File: src/hbjs_pkg.sv
package hbjs_pkg;

  // Bus geometry
  localparam int ADDR_W = 8;
  localparam int DATA_W = 32;

  // Register byte offsets
  localparam logic [7:0] REG_THRESHOLDS = 8'h00;
  localparam logic [7:0] REG_STATUS = 8'h04;
  localparam logic [7:0] REG_CONFIG = 8'h08;
  localparam logic [7:0] REG_IRQ_STATUS = 8'h0C;
  localparam logic [7:0] REG_IRQ_MASK = 8'h10;
  localparam logic [7:0] REG_SENSE = 8'h14;

  // Status field positions
  localparam int BIT_VOLUME_UP = 7;
  localparam int BIT_VOLUME_DOWN = 6;
  localparam int BIT_BOOST_OV = 5;
  localparam int BIT_LINE_OC = 4;
  localparam int BIT_MIC_SWITCH = 3;
  localparam int BIT_SEND_END = 2;
  localparam int BIT_JACK_N = 1;
  localparam int BIT_DETECT_N = 0;

  // Threshold byte positions in the threshold word
  localparam int POS_THRESHOLD_0 = 0;
  localparam int POS_THRESHOLD_1 = 8;
  localparam int POS_THRESHOLD_2 = 16;
  localparam int POS_THRESHOLD_3 = 24;

  // Config and sense field positions
  localparam int POS_COMM_SEL = 0;
  localparam int POS_SPARE_FLAG = 8;

  // Reset values
  localparam logic [7:0] STATUS_RESET = 8'h00;
  localparam logic [31:0] THRESHOLDS_RESET = 32'h00000000;
  localparam logic [1:0] COMM_SEL_RESET = 2'h0;
  localparam logic [7:0] IRQ_MASK_RESET = 8'h00;

  // Timing
  localparam int CLK_FREQ_MHZ = 25;
  localparam int DEBOUNCE_TIME_NS = 100000;
  localparam int DEBOUNCE_CYCLES = (DEBOUNCE_TIME_NS * CLK_FREQ_MHZ + 999) / 1000;

endpackage

File: src/hbjs_pin_filter.sv
`timescale 1ns/1ps
module hbjs_pin_filter
#(
  parameter int WIDTH = 1,
  parameter int HOLD_CYCLES = 1
)
(
  // Clock and reset
  input wire logic i_sys_clk,
  input wire logic i_rstn,
  // Raw pins and filtered levels
  input wire logic [WIDTH-1:0] i_pin,
  output logic [WIDTH-1:0] o_level
);

  localparam int CW = $clog2(HOLD_CYCLES + 1);

  // Refuse shapes the counter cannot serve
  generate
    if (WIDTH < 1 || HOLD_CYCLES < 1)
    begin : g_bad_params
      $error("hbjs_pin_filter: WIDTH and HOLD_CYCLES must be at least 1");
    end
  endgenerate

  genvar i;
  generate
    for (i = 0; i < WIDTH; i = i + 1)
    begin : g_bit
      logic [2:0] sync;
      logic [CW-1:0] count;
      logic level;
      logic agreed;

      // Three-stage synchroniser, first stage feeds only the second
      always_ff @(posedge i_sys_clk or negedge i_rstn)
      begin
        if (!i_rstn)
          sync <= 3'h0;
        else
          sync <= {sync[1:0], i_pin[i]};
      end

      // Change counts once stages two and three agree
      assign agreed = (sync[1] == sync[2]);

      // Hold the new value for HOLD_CYCLES before taking it
      always_ff @(posedge i_sys_clk or negedge i_rstn)
      begin
        if (!i_rstn)
        begin
          count <= '0;
          level <= 1'b0;
        end
        else if (!agreed || sync[2] == level)
          count <= '0;
        else if (count == CW'(HOLD_CYCLES - 1))
        begin
          level <= sync[2];
          count <= '0;
        end
        else
          count <= count + CW'(1);
      end

      assign o_level[i] = level;
    end
  endgenerate

endmodule

File: src/hbjs_top.sv
// Implementation choice: the Wishbone register port.
`timescale 1ns/1ps
// Function
// Bypass: volume up flag set when threshold 1 < result < threshold 2.
// Bypass: volume down flag set when threshold 2 < result < threshold 3.
// Bypass: send/end flag set when threshold 0 < result < threshold 1.
// All button flags cleared when bypass open or mic line above level.
// Button flags update only in bypass, from low-gain conversions.
// Bit 5 shows boost overvoltage seen in bypass mode.
// Bit 1 is 0 once jack detected after debounce, 1 otherwise.
// Bit 0 is 0 when detect input sensed, 1 otherwise.
// Bit 4 shows current protection tripped, bit 3 microphone switch closed.
// Status register read-only, writes ignored, reads zero after reset.
// Button counts only after mic line stays below level for debounce time.
// Bypass: spare button flag set when result exceeds threshold 3.
module hbjs_top
#(
  parameter int DEBOUNCE_CYCLES = hbjs_pkg::DEBOUNCE_CYCLES
)
(
  // Clock and reset
  input wire logic i_sys_clk,
  input wire logic i_rstn,
  // Wishbone slave
  input wire logic i_wb_cyc,
  input wire logic i_wb_stb,
  input wire logic i_wb_we,
  input wire logic [7:0] i_wb_adr,
  input wire logic [31:0] i_wb_dat,
  input wire logic [3:0] i_wb_sel,
  output logic o_wb_ack,
  output logic [31:0] o_wb_dat,
  // Interrupt
  output logic o_irq,
  // Analog status pins
  input wire logic i_bypass_closed,
  input wire logic i_boost_overvoltage,
  input wire logic i_line_overcurrent,
  input wire logic i_mic_switch_closed,
  input wire logic i_jack_present,
  input wire logic i_detect_pin_sensed,
  input wire logic [3:0] i_mic_below_level,
  // Sense converter, same clock
  input wire logic i_adc_valid,
  input wire logic i_adc_low_gain,
  input wire logic [7:0] i_adc_data
);

  // Refuse a debounce the filter cannot serve
  generate
    if (DEBOUNCE_CYCLES < 1)
    begin : g_bad_debounce
      $error("hbjs_top: DEBOUNCE_CYCLES must be at least 1");
    end
  endgenerate

  // Software-held settings
  logic [7:0] button_threshold_0;
  logic [7:0] button_threshold_1;
  logic [7:0] button_threshold_2;
  logic [7:0] button_threshold_3;
  logic [1:0] comm_threshold_sel;
  logic [7:0] irq_mask;

  // Block state
  logic [7:0] button_jack_status;
  logic [7:0] next_status;
  logic [7:0] irq_status;
  logic [7:0] status_event;
  logic [7:0] sense_adc_result;
  logic volume_up_flag;
  logic volume_down_flag;
  logic send_end_flag;
  logic spare_button_flag;

  // Filtered pins
  logic [4:0] fast_level;
  logic [1:0] slow_level;
  logic bypass_closed;
  logic boost_ov_level;
  logic overcurrent_level;
  logic mic_switch_level;
  logic detect_pin_level;
  logic jack_debounced;
  logic mic_below_debounced;
  logic mic_below_raw;

  // Bus decode
  logic bus_req;
  logic bus_write;
  logic bus_read;
  logic hit_thresholds;
  logic hit_status;
  logic hit_config;
  logic hit_irq_status;
  logic hit_irq_mask;
  logic hit_sense;
  logic irq_read_clear;
  logic [31:0] next_rdata;

  // Classification of the latest sample
  logic in_send_end;
  logic in_volume_up;
  logic in_volume_down;
  logic in_spare;
  logic button_window_open;
  logic take_sample;

  // Comparator for the chosen communication level, muxed ahead of sync
  always_comb
  begin
    mic_below_raw = i_mic_below_level[comm_threshold_sel];
  end

  // Undebounced status pins
  hbjs_pin_filter
  #(
    .WIDTH(5),
    .HOLD_CYCLES(1)
  )
  u_fast_pins
  (
    .i_sys_clk(i_sys_clk),
    .i_rstn(i_rstn),
    .i_pin({i_bypass_closed, i_boost_overvoltage, i_line_overcurrent,
            i_mic_switch_closed, i_detect_pin_sensed}),
    .o_level(fast_level)
  );

  // Jack and mic line held for the debounce time
  hbjs_pin_filter
  #(
    .WIDTH(2),
    .HOLD_CYCLES(DEBOUNCE_CYCLES)
  )
  u_slow_pins
  (
    .i_sys_clk(i_sys_clk),
    .i_rstn(i_rstn),
    .i_pin({i_jack_present, mic_below_raw}),
    .o_level(slow_level)
  );

  assign bypass_closed = fast_level[4];
  assign boost_ov_level = fast_level[3];
  assign overcurrent_level = fast_level[2];
  assign mic_switch_level = fast_level[1];
  assign detect_pin_level = fast_level[0];
  assign jack_debounced = slow_level[1];
  assign mic_below_debounced = slow_level[0];

  // Strict window compares against the thresholds
  assign in_send_end = (button_threshold_0 < i_adc_data) && (i_adc_data < button_threshold_1);
  assign in_volume_up = (button_threshold_1 < i_adc_data) && (i_adc_data < button_threshold_2);
  assign in_volume_down = (button_threshold_2 < i_adc_data) && (i_adc_data < button_threshold_3);
  assign in_spare = (button_threshold_3 < i_adc_data);

  // Flags live only while bypassed and the mic line has dropped
  assign button_window_open = bypass_closed && mic_below_debounced;
  assign take_sample = i_adc_valid && i_adc_low_gain;

  // Button classification flags
  always_ff @(posedge i_sys_clk or negedge i_rstn)
  begin
    if (!i_rstn)
    begin
      volume_up_flag <= 1'b0;
      volume_down_flag <= 1'b0;
      send_end_flag <= 1'b0;
      spare_button_flag <= 1'b0;
    end
    else if (!button_window_open)
    begin
      volume_up_flag <= 1'b0;
      volume_down_flag <= 1'b0;
      send_end_flag <= 1'b0;
      spare_button_flag <= 1'b0;
    end
    else if (take_sample)
    begin
      volume_up_flag <= in_volume_up;
      volume_down_flag <= in_volume_down;
      send_end_flag <= in_send_end;
      spare_button_flag <= in_spare;
    end
  end

  // Latest converter result, any gain
  always_ff @(posedge i_sys_clk or negedge i_rstn)
  begin
    if (!i_rstn)
      sense_adc_result <= 8'h00;
    else if (i_adc_valid)
      sense_adc_result <= i_adc_data;
  end

  // Assemble the status byte from block state
  always_comb
  begin
    next_status = hbjs_pkg::STATUS_RESET;
    next_status[hbjs_pkg::BIT_VOLUME_UP] = volume_up_flag;
    next_status[hbjs_pkg::BIT_VOLUME_DOWN] = volume_down_flag;
    next_status[hbjs_pkg::BIT_BOOST_OV] = boost_ov_level && bypass_closed;
    next_status[hbjs_pkg::BIT_LINE_OC] = overcurrent_level;
    next_status[hbjs_pkg::BIT_MIC_SWITCH] = mic_switch_level;
    next_status[hbjs_pkg::BIT_SEND_END] = send_end_flag;
    next_status[hbjs_pkg::BIT_JACK_N] = !jack_debounced;
    next_status[hbjs_pkg::BIT_DETECT_N] = !detect_pin_level;
  end

  // Status register, driven only by hardware
  always_ff @(posedge i_sys_clk or negedge i_rstn)
  begin
    if (!i_rstn)
      button_jack_status <= hbjs_pkg::STATUS_RESET;
    else
      button_jack_status <= next_status;
  end

  // Wishbone request qualification, one answer per request
  assign bus_req = i_wb_cyc && i_wb_stb && !o_wb_ack;
  assign bus_write = bus_req && i_wb_we;
  assign bus_read = bus_req && !i_wb_we;
  assign hit_thresholds = (i_wb_adr == hbjs_pkg::REG_THRESHOLDS);
  assign hit_status = (i_wb_adr == hbjs_pkg::REG_STATUS);
  assign hit_config = (i_wb_adr == hbjs_pkg::REG_CONFIG);
  assign hit_irq_status = (i_wb_adr == hbjs_pkg::REG_IRQ_STATUS);
  assign hit_irq_mask = (i_wb_adr == hbjs_pkg::REG_IRQ_MASK);
  assign hit_sense = (i_wb_adr == hbjs_pkg::REG_SENSE);
  assign irq_read_clear = bus_read && hit_irq_status;

  // Threshold bytes, one byte lane each
  always_ff @(posedge i_sys_clk or negedge i_rstn)
  begin
    if (!i_rstn)
    begin
      button_threshold_0 <= hbjs_pkg::THRESHOLDS_RESET[hbjs_pkg::POS_THRESHOLD_0 +: 8];
      button_threshold_1 <= hbjs_pkg::THRESHOLDS_RESET[hbjs_pkg::POS_THRESHOLD_1 +: 8];
      button_threshold_2 <= hbjs_pkg::THRESHOLDS_RESET[hbjs_pkg::POS_THRESHOLD_2 +: 8];
      button_threshold_3 <= hbjs_pkg::THRESHOLDS_RESET[hbjs_pkg::POS_THRESHOLD_3 +: 8];
    end
    else if (bus_write && hit_thresholds)
    begin
      if (i_wb_sel[0])
        button_threshold_0 <= i_wb_dat[hbjs_pkg::POS_THRESHOLD_0 +: 8];
      if (i_wb_sel[1])
        button_threshold_1 <= i_wb_dat[hbjs_pkg::POS_THRESHOLD_1 +: 8];
      if (i_wb_sel[2])
        button_threshold_2 <= i_wb_dat[hbjs_pkg::POS_THRESHOLD_2 +: 8];
      if (i_wb_sel[3])
        button_threshold_3 <= i_wb_dat[hbjs_pkg::POS_THRESHOLD_3 +: 8];
    end
  end

  // Communication level select
  always_ff @(posedge i_sys_clk or negedge i_rstn)
  begin
    if (!i_rstn)
      comm_threshold_sel <= hbjs_pkg::COMM_SEL_RESET;
    else if (bus_write && hit_config && i_wb_sel[0])
      comm_threshold_sel <= i_wb_dat[hbjs_pkg::POS_COMM_SEL +: 2];
  end

  // Interrupt mask, same layout as status
  always_ff @(posedge i_sys_clk or negedge i_rstn)
  begin
    if (!i_rstn)
      irq_mask <= hbjs_pkg::IRQ_MASK_RESET;
    else if (bus_write && hit_irq_mask && i_wb_sel[0])
      irq_mask <= i_wb_dat[7:0];
  end

  // Any change of a status bit is an event
  assign status_event = next_status ^ button_jack_status;

  // Sticky event bits, cleared by a read, a new event wins
  always_ff @(posedge i_sys_clk or negedge i_rstn)
  begin
    if (!i_rstn)
      irq_status <= 8'h00;
    else if (irq_read_clear)
      irq_status <= status_event;
    else
      irq_status <= irq_status | status_event;
  end

  // Level interrupt while any unmasked event is pending
  always_ff @(posedge i_sys_clk or negedge i_rstn)
  begin
    if (!i_rstn)
      o_irq <= 1'b0;
    else
      o_irq <= |(irq_status & irq_mask);
  end

  // Read mux; status writes fall through untouched
  always_comb
  begin
    next_rdata = 32'h00000000;
    if (hit_thresholds)
    begin
      next_rdata[hbjs_pkg::POS_THRESHOLD_0 +: 8] = button_threshold_0;
      next_rdata[hbjs_pkg::POS_THRESHOLD_1 +: 8] = button_threshold_1;
      next_rdata[hbjs_pkg::POS_THRESHOLD_2 +: 8] = button_threshold_2;
      next_rdata[hbjs_pkg::POS_THRESHOLD_3 +: 8] = button_threshold_3;
    end
    else if (hit_status)
      next_rdata[7:0] = button_jack_status;
    else if (hit_config)
      next_rdata[hbjs_pkg::POS_COMM_SEL +: 2] = comm_threshold_sel;
    else if (hit_irq_status)
      next_rdata[7:0] = irq_status;
    else if (hit_irq_mask)
      next_rdata[7:0] = irq_mask;
    else if (hit_sense)
    begin
      next_rdata[7:0] = sense_adc_result;
      next_rdata[hbjs_pkg::POS_SPARE_FLAG] = spare_button_flag;
    end
  end

  // Acknowledge one cycle after the request, drop the cycle after
  always_ff @(posedge i_sys_clk or negedge i_rstn)
  begin
    if (!i_rstn)
      o_wb_ack <= 1'b0;
    else
      o_wb_ack <= bus_req;
  end

  // Read data registered with the acknowledge
  always_ff @(posedge i_sys_clk or negedge i_rstn)
  begin
    if (!i_rstn)
      o_wb_dat <= 32'h00000000;
    else if (bus_read)
      o_wb_dat <= next_rdata;
    else if (bus_req)
      o_wb_dat <= 32'h00000000;
  end

endmodule

File: config.mk
export PLATFORM = sky130hd
export DESIGN_NAME = hbjs_top
export DESIGN_NICKNAME = d
export VERILOG_FILES = /design/src/hbjs_pkg.sv /design/src/hbjs_pin_filter.sv /design/src/hbjs_top.sv
export SDC_FILE = /design/constraint.sdc
export NUM_CORES = 1
export LEC_CHECK = 0
export BUFFER_PORTS_ARGS = -buffer_cell sky130_fd_sc_hd__clkbuf_2
export CORE_UTILIZATION = 51
export DETAILED_ROUTE_END_ITERATION = 16
export PLACE_DENSITY = 0.79
export SLEW_MARGIN = 0
export SYNTH_ARGS = -nofsm -noshare
export SYNTH_HDL_FRONTEND = slang
export SYNTH_SLANG_ARGS = --single-unit
File: constraint.sdc
create_clock -name i_sys_clk -period 1.82 [get_ports i_sys_clk]
set_input_delay 0 -clock i_sys_clk [delete_from_list [all_inputs] [get_ports i_sys_clk]]
set_output_delay 0 -clock i_sys_clk [all_outputs]
set_load 0.05 [all_outputs]
---- Word level (Yosys, flattened, before mapping) ----
Index checks and enable logic that the tools add are counted.
storage, ports and cells
  bits of input ports ..................... 69
  register bits after elaboration ......... 161
  logic and storage cells ................. 175
  output and inout port bits .............. 34
cells by class
  eq/ne operators ......................... 22
  magnitude comparators ................... 8
  bitwise logic cells ..................... 15
  multiplexer cells ....................... 38
  add/subtract/negate cells ............... 7
  reduce and logical (&&, ||, !) cells .... 48
operators with widths
  cell                                                              count
  32-bit 2-to-1 mux                                                 2
  8-bit less-than comparator                                        7
  12-bit 2-to-1 mux                                                 4
  8-bit 2-to-1 mux                                                  4
  12-bit by 1-bit adder with 12-bit output (second input constant)  2
  12-bit == test (second input constant)                            2
  23-bit 2-to-1 mux                                                 1
  1-bit 2-to-1 mux                                                  22
  2-bit AND reduction                                               11
  9-bit 2-to-1 mux                                                  2
  8-bit by 4-bit == test with 1-bit output (second input constant)  2
  8-bit by 5-bit == test with 1-bit output (second input constant)  2
  1-bit logical AND                                                 16
  1-bit == test                                                     14
  1-bit NOT                                                         12
  1-bit zero test                                                   11
  8-bit AND                                                         1
  8-bit by 3-bit == test with 1-bit output (second input constant)  1
  8-bit zero test                                                   1
  8-bit OR                                                          1
  8-bit OR reduction                                                1
  8-bit bitwise XOR                                                 1
  1-bit logical OR                                                  7
  7-bit 2-to-1 mux                                                  1
  other kinds (6)                                                   10

---- Depth between registers and ports, before layout ----
Gate-level depths: netlist (run 1).
  depth in word-level cells ............... 8
  depth in mapped cells ................... 7

---- Cells and area by module ----
A second synthesis (run 1) with hierarchy kept.
second synthesis, totals
  cell total of the unflattened synthesis .. 586
  area total of the unflattened synthesis .. 7,154.4 sq um
modules (own cells, without submodules)
  module                          cells each  seq. area each (sq um)  instances  area an instance (sq um)
  hbjs_top                        416         2,602.5                 1          5,031.1
  hbjs_pin_filter at u_slow_pins  140         800.8                   1          1,529.0
  hbjs_pin_filter at u_fast_pins  30          500.5                   1          594.3

---- Least setup slack after synthesis (run 1) ----
OpenSTA, ideal clock, no wires.
  path kind ............................... register -> register
  from .................................... register o_wb_ack
  to ...................................... register button_threshold_1[0]
  required time ........................... 1.695 ns
  stages on the path, launching flop included .. 5
  library setup time ...................... 0.125 ns
  setup slack ............................. -0.150 ns
  path buffers ............................ 0
  data arrival time ....................... 1.846 ns
  cells stage by stage .................... dfrtp_1 nand3b_1 nor3_4 nand4_2 mux2_2
on the way
  cells in the longest elaborated chain, start to end .. 5
RTL lines
  item                           RTL line         source
  from (decl)                    hbjs_top.sv:31   output logic o_wb_ack,
  from (signal assigned)         hbjs_top.sv:328  o_wb_ack <= bus_req;
  1-bit zero test                hbjs_top.sv:221  assign bus_req = i_wb_cyc && i_wb_stb && !o_wb_ack;
  1-bit logical AND              hbjs_top.sv:221
  1-bit logical AND              hbjs_top.sv:222  assign bus_write = bus_req && i_wb_we;
  1-bit logical AND              hbjs_top.sv:242  else if (bus_write && hit_thresholds)
  2-bit AND reduction (no line)  -
  to (signal assigned)           hbjs_top.sv:238  button_threshold_1 <= hbjs_pkg::THRESHOLDS_RESET[hbjs_pkg::POS_THRESHOLD_1 +: 8];
  to (signal assigned)           hbjs_top.sv:247  button_threshold_1 <= i_wb_dat[hbjs_pkg::POS_THRESHOLD_1 +: 8];
  to (decl)                      hbjs_top.sv:59   logic [7:0] button_threshold_1;
No other way between the ends.
A chain may end at the register's enable or synchronous reset.

---- Worst setup path after layout (run 1) ----
  from .................................... register button_threshold_2[1]
  to ...................................... register volume_down_flag
on the way
  cells in the longest elaborated chain, start to end .. 4
RTL lines
  item                        RTL line         source
  from (decl)                 hbjs_top.sv:60   logic [7:0] button_threshold_2;
  from (signal assigned)      hbjs_top.sv:239  button_threshold_2 <= hbjs_pkg::THRESHOLDS_RESET[hbjs_pkg::POS_THRESHOLD_2 +: 8];
  from (signal assigned)      hbjs_top.sv:249  button_threshold_2 <= i_wb_dat[hbjs_pkg::POS_THRESHOLD_2 +: 8];
  8-bit less-than comparator  hbjs_top.sv:155  assign in_volume_down = (button_threshold_2 < i_adc_data) && (i_adc_data < button_threshold_3);
  1-bit logical AND           hbjs_top.sv:155
  1-bit 2-to-1 mux            hbjs_top.sv:179  else if (take_sample)
  1-bit 2-to-1 mux            hbjs_top.sv:172  else if (!button_window_open)
  to (signal assigned)        hbjs_top.sv:182  volume_down_flag <= in_volume_down;
  to (decl)                   hbjs_top.sv:72   logic volume_down_flag;
No other way between the ends. The select of a mux whose other input is x is not followed.

==> results of run 1 <==
==> worst register-to-register path, delay by kind of cell, from the launching register on <==
kind / cells / cell delay (ps)
buffers and inverters: 1 / 190
and+or+nand+nor: 1 / 120
AOI/OAI and AO/OA: 4 / 780
adders and majority gates: 1 / 230
DFF: 1 / 420
==> cell usage in the layout (no fill, tap or decap), drive strengths merged, types with 16 or more instances in the layout <==
master       Yosys  routed
dfrtp          156     156
clkbuf          12     123
mux2            56      56
dlygate4sd3      0      51
nand2           41      41
nor2            35      35
ha              33      33
buf              7      30
a22o            23      23
inv             17      17
xor2            16      16
a21oi           16      16
==> logic make-up after synthesis <==
family / synth area share (%)
flip-flops: 56.0
AND/OR/NAND/NOR: 11.6
AO/OA/AOI/OAI: 10.8
multiplexers: 9.37
adder cells (fa/ha/maj): 6.64
buffers and inverters: 2.10
XOR/XNOR: 3.52
==> final cells by class <==
type	instances	share of cell area (%)
Clock buffer	22	5.33
Clock inverter	10	1.52
Tap cell	176	2.43
Timing Repair Buffer	182	14.2
Sequential cell	156	43.0
Multi-Input combinational cell	370	32.8
Inverter	17	0.730
==> where the power goes <==
group / switching (W) / internal (W)
Sequential: 0.0000647 / 0.00355
Clock: 0.00136 / 0.00230
Combinational: 0.000330 / 0.000274
==> state kept, by name (all words and copies together), names as in the netlist <==
name and count:
irq_mask 8, volume_up_flag 1, u_slow_pins.g_bit.sync 6, send_end_flag 1, o_irq 1, sense_adc_result 8, u_fast_pins.g_bit.level 5, button_threshold_1 8
button_threshold_0 8, u_fast_pins.g_bit.sync 15, u_slow_pins.g_bit.count 24, o_wb_ack 1, comm_threshold_sel 2, o_wb_dat 32, spare_button_flag 1, irq_status 8
button_jack_status 8, volume_down_flag 1, u_slow_pins.g_bit.level 2, button_threshold_2 8, button_threshold_3 8
==> worst paths after layout <==
kind / from / end / cells after the start
worst max-delay path: button_threshold_2[1] / volume_down_flag / 7
worst min-delay path: i_rstn / o_wb_dat[28] / 2
worst max register to register: button_threshold_2[1] / volume_down_flag / 7
worst min register to register: u_fast_pins.g_bit[3].sync[0] / u_fast_pins.g_bit[3].sync[1] / 0
max in group asynchronous: i_rstn / button_threshold_1[0] / 3
min in group i_sys_clk: i_adc_valid / sense_adc_result[7] / 2
==> through the flow <==
stage / instance area (um^2) / power (W) / TNS (ps) / utilization, % / hold WS, ps
after floorplan: 6970 / 0.00389 / -2380 / - / -296
final: 9080 / 0.00788 / 0 / 68.3 / 72.2
after global routing: 9080 / 0.00815 / -619 / 68.3 / 89.3
after detailed placement: 7830 / 0.00417 / -3450 / 58.9 / -28.4
after CTS: 9000 / 0.00792 / 0 / 67.7 / 67.5
after global placement: 7830 / 0.00414 / -920 / 58.9 / -40.2
==> timing repair <==
| item | in CTS | in global routing |
|---|---|---|
| endpoints found under the hold margin | 216 | 0 |
| setup endpoints to repair | 41 | 50 |
| buffers inserted | 3 | 4 |
| hold buffers | 51 | 0 |
| pin swaps | 3 | 3 |
| resized for setup | 3 | 11 |
==> routing by layer <==
metal	part of all wire [%]	track usage [%]	wire [um]	up-vias
met4	4.6	14.6	830	0
met3	6.7	6.99	1200	66
met2	49	44.1	8810	252
met5	0	0	0	-
met1	39	31.5	7040	2684
li1	-	-	-	2429
==> results.md, run 1 <==
Floorplanning:
- The height of the chip is 119 um.
- The floorplan has 42 rows.
- 103 I/O pins were placed.
- Measured along the x axis, the die boundary spans 119 um.
- The initial core utilization is between 50 and 60%.
- The total die area is ~0.014 mm^2.
- The core outline area is 0.0133 mm^2.

Synth:
- In this run, distinct cell masters in the synthesized netlist total 56.
- The post-synth net total is approximately 660.
- sky130_fd_sc_hd__dfrtp_1 takes more of the synthesized area than any other cell.
- Among all flip-flop cells after synthesis, the most frequent one is sky130_fd_sc_hd__dfrtp_1.
- Counting flops with a built-in enable in the synthesized netlist gives 0.
- The cell area after technology mapping is 0.00697 mm^2.
- The synthesized design devotes to its leading area cell type between 50 and 60% of total area.
- By count the netlist is led by 156 x sky130_fd_sc_hd__dfrtp_1, 56 x sky130_fd_sc_hd__mux2_2, 40 x sky130_fd_sc_hd__nand2_1, 34 x sky130_fd_sc_hd__nor2_1, 33 x sky130_fd_sc_hd__ha_1.
- The leading cell type by number of instances after synthesis is sky130_fd_sc_hd__dfrtp_1.
- The Yosys step of the flow raised 0 warnings.
- The mean post-synth cell area is 12.4 um^2.
- The total of flip-flops plus latches after synthesis is 156.
- The share of synthesized flip-flops with an asynchronous set or reset is 100%.
- Ranked by total cell area, the synthesized netlist is headed by sky130_fd_sc_hd__dfrtp_1 56%, sky130_fd_sc_hd__mux2_2 9.0%, sky130_fd_sc_hd__ha_1 5.9%, sky130_fd_sc_hd__a22o_1 2.9%, sky130_fd_sc_hd__nand2_1 2.2%.
- Summing the sequential cell areas from Yosys gives 56.0% of the chip area.
- The number of instances in the synthesized netlist is between 500 and 600.

Detailed routing:
- In this run, the number of DRC markers left after iteration 0 of detailed routing was roughly 360.
- The total via count in the routed design is 5431.
- After detailed routing, the total wire length is 17900 um.
- The number of remaining DRC errors is 0.
- The detailed-router iteration count before antenna repair is 5.
- After detailed routing, the number of vias per cell comes to around 5.8.
- The detail route stage leaves a number of antenna-violating nets equal to 0.
- The average wire length per cell after detail routing is 19.2 um.

STA:
- The slew of the pin with the lowest slew margin is about 460 ps.
- Setup repair after global routing could not meet its margin everywhere.
- The number of hold violations in the final report was 0.
- Dividing the final minimum period by the clock period gives between 90% and 100%.
- The relative max-transition margin is between 60 and 70%.
- The worst path in the final design needs a cycle of ~1800 ps, including I/O delays and setup.
- The count of pins over their slew limit is 0.
- The worst setup skew after layout is 8.04 ps.
- The final worst slack is 19.8 ps.
- The number of failing setup endpoints in the final timing report is 0.
- Derived from the worst setup path, the maximum achievable clock frequency is 555 MHz.

Final layout:
- The finished layout holds 933 standard cells, fillers aside.
- The area taken by flip-flops and latches is 0.00391 mm^2.
- The fill cell instance count of the final layout is approximately 920.
- The growth of design area from synthesis to finish is 30.2%.
- The total area of multi-input combinational cells is 0.00298 mm^2.
- 0 antenna diodes ended up in the layout.
- Of the cells placed in the final design, the portion with a size suffix greater than 1 is 31.4%.
- In the final design database the tool counted 846 nets.

Pwr:
- For this design the ratio of total power to cell area is 868 mW/mm^2.
- The worst vdd rail ir drop is 0.602 mV.
- The static leakage is between 4 and 5 nW.

Clocking:
- The later-pin clock latency in the skew report is 430 ps.
- Clock tree synthesis inserted a total of 17 buffers.
- The H-tree was split into 4 levels.
- Clock-pin slew was measured on the worst setup and hold paths at 60 ps.
- The root cell of the clock tree is sky130_fd_sc_hd__clkbuf_16.
- The clock passes through at most 2 buffers.
- The count of clock tree sinks is 156.
- The TritonCTS clock tree is yes.

Hold path:
- The path class of the tightest hold or removal check is primary input to async pin.

Critical path:
- The kind of cell adding the most delay to the critical path is compound AO/OA/AOI/OAI gates.
- The largest single stage delay on the critical path is 420 ps.
- The arrival time reported for the critical path endpoint is 2170 ps.
- Data on the critical path is required at its endpoint by around 2200 ps.
- The type of destination of the critical path is a flop.
- The critical path goes through ha_4, nor2b_1, o211ai_1, a21oi_2, a2111oi_2, buf_4, a32o_1.
- The setup slack of the most critical reg-to-reg path is 20 ps.
- For this design, the slowest cell found on the critical path is sky130_fd_sc_hd__dfrtp_1.
- The largest fanout of any net on the critical path is 3.
- STA classifies the critical path startpoint as a flop.
- Together, buffers and inverters on the worst path number 1.
- The critical path in this run is classified as flop to flop.

Global routing:
- The first-pass GRT wire length is between 20000 and 30000 um.
- Global routing used 26.6% of the available tracks.
- The global route total overflow is 0.
- The initial antenna violation count is 0.
- The largest net degree at the start of global routing is 50.
- The via count of the first global-routing pass came to 5646.

Placed design:
- At the end of routability-driven placement, the weighted congestion stood at 0.920.
- Detailed placement finished with a half-perimeter wire length of 12600 um.
- The setup slack after placement is -135 ps.
- The count of placed standard cells including taps is around 840.
- Buffers placed on the I/O ports in this run total 102.

Status:
- The flow ran to the end, and the final reports show no timing, DRC or antenna violations.

Flow run:
- The tool flagged a number of max-cap violations equal to 0.
(Power assumes the default switching activity.)
==> run 2: changes to the inputs <==
--- a/config.mk
+++ b/config.mk
@@ -5,10 +5,13 @@
 export SDC_FILE = /design/constraint.sdc
 export NUM_CORES = 1
 export LEC_CHECK = 0
+export ABC_AREA = 1
 export BUFFER_PORTS_ARGS = -buffer_cell sky130_fd_sc_hd__clkbuf_2
-export CORE_UTILIZATION = 51
+export CORE_UTILIZATION = 52
 export DETAILED_ROUTE_END_ITERATION = 16
-export PLACE_DENSITY = 0.79
+export MAX_ROUTING_LAYER = met4
+export PLACE_DENSITY = 0.8
+export REMOVE_ABC_BUFFERS = 1
 export SLEW_MARGIN = 0
 export SYNTH_ARGS = -nofsm -noshare
 export SYNTH_HDL_FRONTEND = slang
==> run 2 against run 1 <==
Compared with the run above:
- critical path depth is 1 higher
- synthesized area is 6.7% higher
- setup slack improved by 280 ps
- register-to-register slack improved by 280 ps
- clock skew up 8.1 ps
- largest power group is now registers
- critical endpoint is now u_slow_pins.g_bit[0].count[10]
- clock-buffer cell count stayed put
- via count rose by 9.8%
- maximum frequency rose by 19%
- first-iteration DRC count rose by 19%
- flip-flop and latch count is the same
- die area grew 4.6%
==> results.md, run 2 <==
Status:
- The flow ran to the end, and the final reports show no timing, DRC or antenna violations.

Placed design:
- The number of input and output port buffers inserted is roughly 100.
- The congestion estimate from routability-driven global placement came to 0.900.
- The number of placed instances, taps included, is slightly above 1000.
- The detailed placer's ending HPWL is 11700 um.

Floorplanning:
- After floorplanning, the core was sized to cover 0.0139 mm^2.
- The total die area is 0.0148 mm^2.
- The height of the chip is roughly 120 um.
- The initial core utilization is 53.4%.
- The die width is 122 um.
- The I/O pin count is 103.
- Row generation in the floorplan step produced 43 rows.

Final layout:
- The register with the most flip-flops in the layout has 32 of them.
- Leaving out fill and tap cells, the most frequent cell in the layout is sky130_fd_sc_hd__nand2_1.
- Excluding fillers, the count of instances in the completed layout stands at about 1100.
- The final core utilization is 65.6%.
- The antenna diode count is 0.
- The number of nets at the end of the flow is 1032.
- In the layout the commonest cells are 164 x sky130_fd_sc_hd__nand2_1, 156 x sky130_fd_sc_hd__dfrtp_1, 101 x sky130_fd_sc_hd__clkbuf_2, 81 x sky130_fd_sc_hd__inv_1, 72 x sky130_fd_sc_hd__nor2_1.
- Cells with a size suffix above 1 make up 21.2% of the layout.
- Relative to the synthesized area, the layout overhead comes to 22.9%.
- Counting flops per register, the top entry is o_wb_dat.
- The largest registers in the layout are o_wb_dat: 32 flops, u_slow_pins.g_bit.count: 24 flops, u_fast_pins.g_bit.sync: 15 flops.

Flow run:
- Max-cap violations in this run came to 0.

Critical path:
- The critical path class is flop to flop.
- The endpoint identified for the worst register-to-register timing path is u_slow_pins.g_bit[0].count[10].
- In this run the worst path has a maximum fanout of 4.
- STA classifies the critical path endpoint as a flop.
- The beginning of the worst register-to-register path is u_slow_pins.g_bit[0].count[0].
- The kind of launch point of the worst setup path is a flop.
- The setup slack of the most critical reg-to-reg path is approximately 300 ps.
- Counting cells, the worst reg-to-reg path comes to 8.
- Data on the critical path arrives at its endpoint at 1810 ps.
- The data required time of the critical path is 2110 ps.

Global routing:
- The largest net degree at the start of global routing is 55.
- The total overflow left after global routing is 0.
- The initial antenna violation count was 0.
- The first global-routing pass estimated 29000 um of wire.
- The via count of the first global-routing pass is 5980.
- The all-layer global routing usage is 26.5%.

STA:
- The count of pins over their slew limit is 0.
- The number of failing setup endpoints in the final timing report is 0.
- Clock skew on the completed layout was measured at ~16 ps.
- The number of hold violations in the final report is 0.
- For this run, the top clock speed supported by timing is 659 MHz.
- Final hold analysis gives a worst-case slack of around 8.0 ps.
- In this run the tightest slew margin relative to its limit is between 60% and 70%.
- The routed design could run at a clock period as short as 1520 ps.
- The final clock period utilization by the worst path is 83.4%.
- The sum of negative setup slack is 0 ps.
- Setup repair after global routing left no endpoint under its margin.
- At the pin with the least slew margin, the transition time is 495 ps.

Detailed routing:
- Across all layers, the routed design uses 5965 vias.
- The mean number of vias per cell is 5.33.
- The average wire length per cell after detail routing is 15.6 um.
- The first detailed-routing pass ran for 5 iterations.
- The first routing iteration left about 420 violations.
- The number of nets with antenna violations after detailed routing is 0.
- In the routed design, unresolved DRC markers number 0.
- The final wirelength is 17400 um.

Hold path:
- The class of the most critical hold timing path is primary input to flop.
- In this run the most critical hold path is launched from i_adc_data[6].
- The worst hold path endpoint is sense_adc_result[6].
- The number of instances on the worst hold path is 3.

Clocking:
- The CTS buffer count is 17.
- The deepest level of the CTS H-tree is 4.
- The TritonCTS clock tree is yes.
- The later pin in the worst-skew pair is clocked with a latency of 430 ps.
- The clock transition at the registers of the reported paths is 60 ps.
- The clock net in this run drives a total of 156 sinks.
- The worst-case clock buffer depth is 2.
- The number of post-CTS setup repair buffers is 0.
- The root buffer cell chosen for the clock tree is sky130_fd_sc_hd__clkbuf_16.

Pwr:
- The static leakage is 4.65 nW.
- The worst vdd rail ir drop is 0.679 mV.
- The power consumption is around 0.0073 W.
- The power density over the cells is approximately 800 mW/mm^2.

Synth:
- The post-synthesis cell type with the largest combined area is sky130_fd_sc_hd__dfrtp_1.
- Counting instances in the post-synthesis netlist gives the leading cell types as 164 x sky130_fd_sc_hd__nand2_1, 156 x sky130_fd_sc_hd__dfrtp_1, 81 x sky130_fd_sc_hd__inv_1, 72 x sky130_fd_sc_hd__nor2_1, 36 x sky130_fd_sc_hd__nand3_1.
- After synthesis the cells add up to 0.00744 mm^2.
- After synthesis, the cell types taking the most area are sky130_fd_sc_hd__dfrtp_1 52%, sky130_fd_sc_hd__nand2_1 8.3%, sky130_fd_sc_hd__ha_1 5.6%, sky130_fd_sc_hd__inv_1 4.1%, sky130_fd_sc_hd__nor2_1 3.6%.
- By instance count, the leading cell after synthesis is sky130_fd_sc_hd__nand2_1.
- The number of instances in the synthesized netlist is 769.
- After synthesis, the largest area contributor takes up 52.5% of total cell area.
- The mean post-synth cell area is 9.67 um^2.
- The number of library cell types mapped by synthesis is 50.
- For this run, the number of Yosys warnings is 0.
- The top flip-flop cell by instance count after synthesis is sky130_fd_sc_hd__dfrtp_1.
- Synthesis inferred 156 register bits.
- The number of flops mapped to enable cells by yosys is 0.
- Of all flip-flops after synthesis, the portion carrying an async set or reset was 100%.
- The part of the Yosys area used for sequential elements is 52.5%.
## run 2: per-stage QoR
step | instance area [um^2] | setup slack, ps
3_5_place_dp | 8100 | 342
3_3_place_gp | 8100 | 402
6_report | 9140 | 302
5_1_grt | 9140 | 144
4_1_cts | 9140 | 315
2_1_floorplan | 7280 | 38.8
## run 2: cell type report
class,instances,area (um^2)
Fill cell,1055,4790
Clock inverter,7,42.5
Timing Repair Buffer,161,1110
Clock buffer,22,484
Tap cell,180,225
Inverter,88,333
Sequential cell,156,3900
Multi-Input combinational cell,506,3040
## run 2: worst max-delay path by stage
stage | startpoint | cells past startpoint | to | slack, ps
after floorplan | o_wb_ack | 4 | o_wb_dat[10] | 40
after global placement | u_slow_pins.g_bit[0].count[0] | 8 | u_slow_pins.g_bit[0].count[10] | 400
after detailed placement | u_slow_pins.g_bit[0].count[0] | 8 | u_slow_pins.g_bit[0].count[10] | 340
after CTS | u_slow_pins.g_bit[0].count[0] | 8 | u_slow_pins.g_bit[0].count[10] | 320
after global routing | u_slow_pins.g_bit[0].count[0] | 8 | u_slow_pins.g_bit[0].count[10] | 140
final | u_slow_pins.g_bit[0].count[0] | 8 | u_slow_pins.g_bit[0].count[10] | 300
## run 2: repair_timing
item,in CTS,in global routing
hold buffers,52,0
resized for setup,0,0
endpoints found under the hold margin,212,0
## run 2: cell families (layout without fill, tap and decap cells)
family / Yosys count / in the layout / synth area share (%)
buf+inv: 107 / 278 / 6.66
xor+xnor: 15 / 15 / 1.77
fa+ha+maj: 38 / 38 / 6.22
compound gates: 136 / 136 / 12.9
simple gates: 316 / 316 / 19.8
flops: 156 / 156 / 52.5
mux: 1 / 1 / 0.151
## run 2: critical path, cell delays in order (launching register included)
cell and delay [ps]:
sky130_fd_sc_hd__dfrtp_1 370, sky130_fd_sc_hd__ha_1 200, sky130_fd_sc_hd__nand2_1 60, sky130_fd_sc_hd__inv_1 110
sky130_fd_sc_hd__nand3_1 150, sky130_fd_sc_hd__nor3_1 220, sky130_fd_sc_hd__nand2_1 100, sky130_fd_sc_hd__xor2_1 130
sky130_fd_sc_hd__nor2_1 50
## run 2: per-layer routing
| metal | wire length (um) | vias up | GRT usage, % |
|---|---|---|---|
| met5 | 0 | - | - |
| met4 | 238 | 0 | 9.34 |
| met3 | 929 | 22 | 3.93 |
| met2 | 8570 | 208 | 42.8 |
| met1 | 7700 | 2867 | 34.2 |
| li1 | - | 2868 | - |
## run 2: power breakdown
group	switching [W]	internal (W)	leakage [nW]
registers	0.0000557	0.00355	2.02
logic	0.000336	0.000230	2.38
clock network	0.00131	0.00185	0.256
